[config.mk]
export PLATFORM = sky130hd
export DESIGN_NAME = pcs_handler
export DESIGN_NICKNAME = d
export VERILOG_FILES = /design/src/rtl/pcs_pkg.sv /design/src/rtl/pcs_handler.sv
export VERILOG_INCLUDE_DIRS = /design/src /design/src/rtl
export SDC_FILE = /design/constraint.sdc
export NUM_CORES = 1
export LEC_CHECK = 0
export ABC_CLOCK_PERIOD_IN_PS = 5200
export BUFFER_PORTS_ARGS = -buffer_cell sky130_fd_sc_hd__buf_2
export CELL_PAD_IN_SITES_DETAIL_PLACEMENT = 0
export CELL_PAD_IN_SITES_GLOBAL_PLACEMENT = 1
export CORE_UTILIZATION = 40
export DETAILED_ROUTE_END_ITERATION = 8
export PLACE_DENSITY_LB_ADDON = 0.05
export SLEW_MARGIN = 40
export SYNTH_ARGS = -nofsm -noshare
export SYNTH_HDL_FRONTEND = slang
export SYNTH_SLANG_ARGS = --single-unit
[constraint.sdc]
create_clock -name mclk_i -period 5.2 [get_ports mclk_i]
set_input_delay 0.52 -clock mclk_i [delete_from_list [all_inputs] [get_ports mclk_i]]
set_output_delay 0.52 -clock mclk_i [all_outputs]
set_load 0.03 [all_outputs]
[src/rtl/pcs_map.svh]
/*
 Register offsets, field positions, command codes and reset values of the
 power condition subcommand handler. Definitions only; included by the
 package and by the handler module.
*/
`ifndef PCS_MAP_SVH
`define PCS_MAP_SVH

// number of power conditions held
`define PCS_COND_NUM 4
`define PCS_TMR_W 24

// register byte addresses
`define PCS_OFF_ARGS 8'h00
`define PCS_OFF_EXEC 8'h04
`define PCS_OFF_CAPS 8'h08
`define PCS_OFF_FEAT 8'h0C
`define PCS_OFF_CUR 8'h10
`define PCS_OFF_SAV 8'h20

// argument register fields
`define PCS_ARG_ID_LSB 0
`define PCS_ARG_PARAM_LSB 8
`define PCS_ARG_TMR_LSB 16

// parameter byte fields
`define PCS_PB_UNITS 7
`define PCS_PB_ENABLE 5
`define PCS_PB_SAVE 4
`define PCS_PB_CODE_MSB 3

// subcommand codes
`define PCS_SUB_TIMER 4'h2
`define PCS_SUB_STATE 4'h3
`define PCS_SUB_ENA 4'h4
`define PCS_SUB_DIS 4'h5

// capability register fields
`define PCS_CAP_CHG_LSB 0
`define PCS_CAP_SAV_LSB 8
`define PCS_CAP_SUPP 16

// timer limits, in 100 ms steps; minute steps scale by 600
`define PCS_TMR_MAX 24'h3BFFC4
`define PCS_TMR_MIN 24'h000000
`define PCS_STEPS_PER_MIN 32'h00000258

// completion state and error flag bits
`define PCS_ST_RDY 6
`define PCS_ST_ERR 0
`define PCS_ERR_ABORT_FLAG 2
`define PCS_ST_RESET 8'h40

`endif

[src/rtl/pcs_pkg.sv]
/*
 Types of the power condition subcommand handler.
 Assumes pcs_map.svh is on the include path.
*/
`include "pcs_map.svh"

package pcs_pkg;
	localparam int COND_NUM = `PCS_COND_NUM;
	localparam int TMR_W = `PCS_TMR_W;

	typedef logic [TMR_W-1:0] pcs_tmr_t;

	typedef enum logic [1:0] {
		PCS_IDLE,
		PCS_DONE
	} pcs_phase_t;

	typedef struct packed {
		pcs_phase_t phase;
		logic extended_power_conditions;
		logic [7:0] command_completion_state;
		logic [7:0] command_error_flags;
		logic [7:0] arg_id;
		logic [7:0] arg_param;
		logic [15:0] arg_tmr;
		logic [COND_NUM-1:0] cap_chg;
		logic [COND_NUM-1:0] cap_sav;
		logic cap_supp;
		pcs_tmr_t [COND_NUM-1:0] cur_tmr;
		logic [COND_NUM-1:0] cur_en;
		pcs_tmr_t [COND_NUM-1:0] sav_tmr;
		logic [COND_NUM-1:0] sav_en;
		logic [COND_NUM-1:0] run;
		logic mgmt_off;
		logic done;
		logic [31:0] prdata;
	} pcs_state_t;
endpackage

[src/rtl/pcs_handler.sv]
/*
 Power condition subcommand handler: decodes timer, state, feature enable
 and feature disable subcommands written over APB and keeps the current
 and saved timer settings of each power condition.
 Assumes an APB master on mclk_i; dev_reset_i is a same-clock pulse for a
 drive reset (power-on, hardware or software) that must not touch the
 feature flag; nrst_i is the logic power-up reset.
*/
// Notes on behaviour
// - timer units bit: clear means 100 ms steps, set means one-minute steps
// - out-of-range requested timer is clamped to largest or smallest setting
// - largest setting is 3BFFC4h in 100 ms steps, smallest is zero
// - parameter bit 5 requests enable, bit 4 requests saving on completion
// - low nibble code 2h selects the timer-setting subcommand
// - timer setting aborts on unchangeable condition, disabled feature, unsavable save
// - an aborted timer or state subcommand changes no power condition setting
// - code 3h selects state setting; no timer; bits 7 and 6 reserved
// - successful state setting enables current timer from the enable flag
// - successful state setting with save copies current enabled flag to saved
// - state setting aborts on unchangeable condition, disabled feature, unsavable save
// - code 4h turns feature on, sets identify bit, disables automatic management
// - on enable, current timer loads default if saved is zero, else saved
// - on enable, timer starts only when setting non-zero and enabled
// - enabled feature stays enabled through every drive reset
// - feature enable aborts when the feature set is not supported
// - code 5h stops all timers, turns feature off, clears identify bit
// - disabled feature stays disabled through every drive reset
// - feature disable aborts when already disabled or not supported
// - successful timer setting copies timer; enables only if flag set and non-zero
// - timer setting with save on savable condition copies timer and flag to saved
`include "pcs_map.svh"

module pcs_handler #(
	parameter logic [`PCS_TMR_W-1:0] DEF_TMR = 24'h000BB8
) (
	input wire logic mclk_i,
	input wire logic nrst_i,
	input wire logic dev_reset_i,
	input wire logic psel_i,
	input wire logic penable_i,
	input wire logic pwrite_i,
	input wire logic [7:0] paddr_i,
	input wire logic [31:0] pwdata_i,
	output logic [31:0] prdata_o,
	output logic pready_o,
	output logic pslverr_o,
	output logic extended_power_conditions_o,
	output logic ident_w120_b7_o,
	output logic automatic_power_management_off_o,
	output logic [pcs_pkg::COND_NUM-1:0] timer_run_o,
	output logic cmd_done_o,
	output logic [7:0] command_completion_state_o,
	output logic [7:0] command_error_flags_o
);
	import pcs_pkg::*;

	pcs_state_t st_r;
	pcs_state_t st_nxt;

	logic setup;
	logic wr_acc;
	logic hit;
	logic [31:0] rd_word;
	logic exec;
	logic [3:0] code;
	logic units;
	logic want_en;
	logic want_sav;
	logic id_ok;
	logic [1:0] idx;
	logic abort;
	logic [31:0] req_steps;
	pcs_tmr_t new_tmr;

	assign setup = psel_i && !penable_i;
	assign wr_acc = psel_i && penable_i && pwrite_i;
	assign pready_o = 1'b1;

	// decode of the address; anything else answers with an error
	always_comb begin
		hit = 1'b1;
		rd_word = 32'h00000000;
		case (paddr_i)
			`PCS_OFF_ARGS: rd_word = {st_r.arg_tmr, st_r.arg_param, st_r.arg_id};
			`PCS_OFF_EXEC: rd_word = {16'h0000, st_r.command_error_flags,
				st_r.command_completion_state};
			`PCS_OFF_CAPS: begin
				rd_word[`PCS_CAP_CHG_LSB +: COND_NUM] = st_r.cap_chg;
				rd_word[`PCS_CAP_SAV_LSB +: COND_NUM] = st_r.cap_sav;
				rd_word[`PCS_CAP_SUPP] = st_r.cap_supp;
			end
			`PCS_OFF_FEAT: rd_word = {{(32-COND_NUM-1){1'b0}}, st_r.run,
				st_r.extended_power_conditions};
			default: begin
				hit = 1'b0;
				for (int i = 0; i < COND_NUM; i++) begin
					if (paddr_i == `PCS_OFF_CUR + 8'(4 * i)) begin
						hit = 1'b1;
						rd_word = {7'h00, st_r.cur_en[i], st_r.cur_tmr[i]};
					end
					if (paddr_i == `PCS_OFF_SAV + 8'(4 * i)) begin
						hit = 1'b1;
						rd_word = {7'h00, st_r.sav_en[i], st_r.sav_tmr[i]};
					end
				end
			end
		endcase
	end

	assign pslverr_o = psel_i && penable_i && !hit;
	assign exec = wr_acc && (paddr_i == `PCS_OFF_EXEC);

	// identifier taken from the sector-count byte
	assign id_ok = st_r.arg_id < 8'(COND_NUM);
	assign idx = st_r.arg_id[1:0];
	// subcommand code in the low nibble
	assign code = st_r.arg_param[`PCS_PB_CODE_MSB:0];
	assign want_en = st_r.arg_param[`PCS_PB_ENABLE];
	assign want_sav = st_r.arg_param[`PCS_PB_SAVE];
	assign units = st_r.arg_param[`PCS_PB_UNITS];

	// scale minute steps to 100 ms steps
	assign req_steps = units ? 32'(st_r.arg_tmr) * `PCS_STEPS_PER_MIN : 32'(st_r.arg_tmr);

	always_comb begin
		if (req_steps > 32'(`PCS_TMR_MAX)) begin
			new_tmr = `PCS_TMR_MAX;
		end else if (req_steps < 32'(`PCS_TMR_MIN)) begin
			new_tmr = `PCS_TMR_MIN;
		end else begin
			new_tmr = req_steps[TMR_W-1:0];
		end
	end

	// abort decision per subcommand
	always_comb begin
		case (code)
			`PCS_SUB_TIMER, `PCS_SUB_STATE: begin
				abort = !st_r.cap_supp || !st_r.extended_power_conditions || !id_ok ||
					!st_r.cap_chg[idx] || (want_sav && !st_r.cap_sav[idx]);
			end
			`PCS_SUB_ENA: abort = !st_r.cap_supp;
			// disable refused when off or unsupported
			`PCS_SUB_DIS: abort = !st_r.cap_supp || !st_r.extended_power_conditions;
			default: abort = 1'b1;
		endcase
	end

	always_comb begin
		st_nxt = st_r;
		st_nxt.mgmt_off = 1'b0;
		st_nxt.done = 1'b0;
		if (setup) begin
			st_nxt.prdata = rd_word;
		end
		if (wr_acc && paddr_i == `PCS_OFF_ARGS) begin
			st_nxt.arg_id = pwdata_i[`PCS_ARG_ID_LSB +: 8];
			st_nxt.arg_param = pwdata_i[`PCS_ARG_PARAM_LSB +: 8];
			st_nxt.arg_tmr = pwdata_i[`PCS_ARG_TMR_LSB +: 16];
		end
		if (wr_acc && paddr_i == `PCS_OFF_CAPS) begin
			st_nxt.cap_chg = pwdata_i[`PCS_CAP_CHG_LSB +: COND_NUM];
			st_nxt.cap_sav = pwdata_i[`PCS_CAP_SAV_LSB +: COND_NUM];
			st_nxt.cap_supp = pwdata_i[`PCS_CAP_SUPP];
		end
		// drive reset clears result only
		// a command finishing in the same cycle wins, so its result is not lost
		if (dev_reset_i) begin
			st_nxt.command_completion_state = `PCS_ST_RESET;
			st_nxt.command_error_flags = 8'h00;
		end
		case (st_r.phase)
			PCS_IDLE: begin
				if (exec) begin
					st_nxt.phase = PCS_DONE;
					st_nxt.done = 1'b1;
					st_nxt.command_completion_state = `PCS_ST_RESET;
					st_nxt.command_error_flags = 8'h00;
					if (abort) begin
						// error in status, only abort flag among errors
						st_nxt.command_completion_state[`PCS_ST_ERR] = 1'b1;
						st_nxt.command_error_flags[`PCS_ERR_ABORT_FLAG] = 1'b1;
					end else begin
						case (code)
							`PCS_SUB_TIMER: begin
								// copy timer, enable only when non-zero
								st_nxt.cur_tmr[idx] = new_tmr;
								st_nxt.cur_en[idx] = want_en && (new_tmr != '0);
								if (want_sav) begin
									st_nxt.sav_tmr[idx] = new_tmr;
									st_nxt.sav_en[idx] = want_en && (new_tmr != '0);
								end
							end
							`PCS_SUB_STATE: begin
								st_nxt.cur_en[idx] = want_en;
								if (want_sav) begin
									st_nxt.sav_en[idx] = want_en;
								end
							end
							`PCS_SUB_ENA: begin
								st_nxt.extended_power_conditions = 1'b1;
								st_nxt.mgmt_off = 1'b1;
								for (int i = 0; i < COND_NUM; i++) begin
									st_nxt.cur_tmr[i] = (st_r.sav_tmr[i] == '0) ?
										DEF_TMR : st_r.sav_tmr[i];
									st_nxt.run[i] = (st_nxt.cur_tmr[i] != '0) &&
										st_r.cur_en[i];
								end
							end
							`PCS_SUB_DIS: begin
								// stop all timers and turn feature off
								st_nxt.extended_power_conditions = 1'b0;
								st_nxt.run = '0;
							end
							default: begin
								st_nxt.done = 1'b1;
							end
						endcase
					end
				end
			end
			PCS_DONE: begin
				st_nxt.phase = PCS_IDLE;
			end
			default: begin
				st_nxt.phase = PCS_IDLE;
			end
		endcase
	end

	always_ff @(posedge mclk_i or negedge nrst_i) begin
		if (!nrst_i) begin
			st_r <= '0;
			st_r.phase <= PCS_IDLE;
			st_r.command_completion_state <= `PCS_ST_RESET;
		end else begin
			st_r <= st_nxt;
		end
	end

	assign prdata_o = st_r.prdata;
	assign extended_power_conditions_o = st_r.extended_power_conditions;
	// identify word 120 bit 7 mirrors the feature flag
	assign ident_w120_b7_o = st_r.extended_power_conditions;
	assign automatic_power_management_off_o = st_r.mgmt_off;
	assign timer_run_o = st_r.run;
	assign cmd_done_o = st_r.done;
	assign command_completion_state_o = st_r.command_completion_state;
	assign command_error_flags_o = st_r.command_error_flags;
endmodule

==> results.toml <==
[timing]
slew_violations = 0
tightest_slew_ns = 0.889
relSlewSlack_pct = 39.6
fmax_mhz = 200
clock_skew_ns = 0.0190
rsz0062_at_grt = "true"
final-hold-violation-count = 0
hold_slack_ns = 0.210
finalCritPeriodShare_pct = 96.2
period_minus_slack_ns = 5.00
setup_viol = 0

[route]
drt-wirelength-per-cell_um = 26.9
drt-pass1-iter-count = 6
drt_iter0_drc = 1723
vias_per_cell = 6.18
wl_um = 65100
drcViolationCount = 0
vias = 15000
ant_nets = 0

[cts]
cts_root_buf = "clkbuf_16"
tritoncts = "done"
cts.reportedPaths.clkPinSlew_ns = 0.06
htreeDepth = 2
clock_sinks = 297
insertion_delay_ns = 0.56
clk_path_buf_depth = 3
cts_buffers = 36

[floorplan]
start_util_pct = 40.5
fp.dieArea_mm2 = 0.0432
ios = 104
die_h_um = 208
die_x_um = 208
placementRows = 75
core_area_mm2 = 0.0419

[pwr]
intPower_mw = 3.89
clock_power_share_pct = 48.5
switching_share_pct = 24.6
p_switching_mw = 1.27
ir_drop_uv = 209
power.density_mw_per_mm2 = 265
pwr-share-comb_pct = 5.8
p_leak_nw = 9.19
total_power_mw = 5.16
power_frac_seq_pct = 45.7

[global_routing]
grt_first_pass_wirelength_um = 96600
overflow = 0
grt_util_all_layers_pct = 30.0
antenna_found_initial = 5
grt_pass1_vias = 14500
grt_max_degree = 119

[layout]
n_antenna_cell = 0
layoutNonFillerInstCount = 2421
nFillCells = 4102
drive_gt1_share_pct = 20.0
fin_area_mm2 = 0.0195
seqCellArea_mm2 = 0.00744
nets = 1986
multi_input_comb_area_mm2 = 0.00855
area_growth_pct = 15.1

[synthesis]
syn_nets = 1924
synth-seq-cells = 297
syn_inst = 1794
yosysTopAreaCell = "dfrtp_1"
synth-main-ff-cell = "dfrtp_1"
ys_types = 76
async_reset_ff_share_pct = 100
yosysTopAreaCellShare_pct = 43.8
ys_warn_count = 0
synth.avg_cell_area_um2 = 9.44
ys_seq_area_share_pct = 43.9
syn-cell-area_mm2 = 0.0169
synthTopCellsByArea = "dfrtp_1 44%, ha_1 4.5%, nor2_1 4.3%, a31oi_1 3.5%, mux2_2 3.3%"
synth_enable_flop_cells = 0

[setup_path]
cp_max_fo = 8
critical_path_class = "reg -> reg"
required_ns = 5.62
r2r_slack_ns = 0.20
arrival_ns = 5.43
crit_path_end_kind = "flop"
worst_setup_path_start_kind = "flop"

[placed_design]
dp.final_hpwl_um = 46500
dp_cells = 2344
place_congestion = 0.882
port_buffers = 102
post_dp_cell_area_mm2 = 0.0180

[hold_path]
hold_path.class = "in -> reg"

[flow_run]
drv_cap = 0

[outcome]
status = "completed"
==> registers in the layout, summed over array words and instances, names as in the netlist <==
name                              flops
automatic_power_management_off_o      1
cmd_done_o                            1
code                                  4
command_completion_state_o            8
command_error_flags_o                 8
extended_power_conditions_o           1
idx                                   2
prdata_o                             32
st_r                                236
timer_run_o                           4
==> final timing paths <==
kind                         startpoint           end  depth (start not counted)
setup reg to reg              st_r[257]      st_r[40]                         16
setup / recovery              st_r[257]      st_r[40]                         16
hold / removal              pwdata_i[7]     st_r[278]                          2
max in group asynchronous        nrst_i     st_r[258]                          4
hold reg to reg            prdata_o[29]  prdata_o[29]                          2
min in group asynchronous        nrst_i     st_r[165]                          2
==> kinds of logic (layout without fill, tap and decap cells) <==
group,count (synthesis),count (layout),share of synthesized area [%]
compound gates,549,549,21.9
xor+xnor,9,9,0.466
fa+ha+maj,84,84,7.23
buf+inv,240,328,7.01
flops,297,297,43.9
mux,57,57,3.89
other cells,1,1,0.0222
simple gates,557,557,15.6
==> power by group through the flow <==
| stage | registers, mW | clock network [mW] | logic, mW |
|---|---|---|---|
| finish | 2.36 | 2.50 | 0.301 |
| global route | 2.36 | 2.64 | 0.332 |
| CTS | 2.36 | 2.55 | 0.301 |
| detailed placement | 2.40 | 0 | 0.300 |
| global placement | 2.40 | 0 | 0.296 |
| floorplan | 2.39 | 0 | 0.177 |
==> per-stage QoR <==
stage	setup slack (ns)	TNS [ns]	utilization [%]
2_1_floorplan	0.254	0	-
6_report	0.197	0	46.6
4_1_cts	0.0407	0	45.8
3_5_place_dp	-0.0411	-0.433	43.0
5_1_grt	-0.0110	-0.0669	46.6
3_3_place_gp	0.0313	0	42.9
==> layout make-up <==
cell class                 count  share of cell area, %
clock inverter                15                  0.693
inverter                      65                   1.25
sequential                   297                   38.2
timing repair buffer         199                   7.36
multi-input combinational   1257                   43.9
clock buffer                  49                   5.19
tap                          539                   3.46
==> Yosys cell counts, drive strengths merged, types with 5 or more instances <==
library cell and number:
dfrtp 296, and2 31, nand3 55, a31oi 94, nor2 194, a21boi 5, fa 23, buf 94
clkbuf 81, a311oi 7, a21oi 106, mux2i 5, or3 7, nor4 29, nand2 142, a32o 6
or4 7, a41oi 21, a31o 5, o21a 11, nand4 13, o41ai 13, nor3 11, a221oi 28
xnor2 7, o22ai 26, a222oi 23, a22o 5, o31ai 12, inv 65, o21ai 96, or2 6
a21o 12, nor2b 10, a22oi 50, mux2 50, nand2b 13, and3 25, ha 61
==> routing by layer <==
layer,share of wire [%],routed length [µm],up-vias,GRT usage (%)
met3,7.5,4890,107,5.93
li1,-,-,6712,-
met5,0.051,33,-,0
met1,43,28100,7561,41.6
met4,3.4,2210,6,10.6
met2,46,29800,574,46.6
==> repair_timing <==
action,in CTS,in global routing
setup buffers,0,7
hold buffers,1,0
setup endpoints to repair,28,151
hold endpoints to repair,37,0
gates resized for setup,1,30
pin swaps,1,5
gates cloned,0,4
==> worst max-delay path, cell delays in order, from the launching register on <==
cell and delay, ns:
dfrtp_2 0.46, ha_1 0.29, ha_1 0.30, fa_1 0.54, inv_1 0.05, fa_1 0.50
inv_1 0.04, ha_1 0.30, buf_4 0.14, nand4_1 0.10, or3_1 0.32, o211ai_1 0.26
a31oi_1 0.14, xnor2_1 0.19, o41a_1 0.45, o41a_1 0.48, mux2_4 0.33
==> layout by cell type, fill, tap and decap left out, drive strengths merged, types with 10 or more instances in the layout <==
| master | synthesis | routed |
|---|---|---|
| a21o | 12 | 12 |
| a21oi | 106 | 106 |
| a221oi | 28 | 28 |
| a222oi | 23 | 23 |
| a22oi | 50 | 50 |
| a31oi | 94 | 94 |
| a41oi | 21 | 21 |
| and2 | 31 | 31 |
| and3 | 25 | 25 |
| buf | 94 | 195 |
| clkbuf | 81 | 52 |
| clkinv | 0 | 10 |
| dfrtp | 296 | 296 |
| fa | 23 | 23 |
| ha | 61 | 61 |
| inv | 65 | 67 |
| mux2 | 50 | 50 |
| nand2 | 142 | 142 |
| nand2b | 13 | 13 |
| nand3 | 55 | 55 |
| nand4 | 13 | 13 |
| nor2 | 194 | 194 |
| nor2b | 10 | 10 |
| nor3 | 11 | 11 |
| nor4 | 29 | 29 |
| o21a | 11 | 11 |
| o21ai | 96 | 96 |
| o22ai | 26 | 26 |
| o31ai | 12 | 12 |
| o41ai | 13 | 13 |
Note: power is estimated with default switching activity, not from simulation.
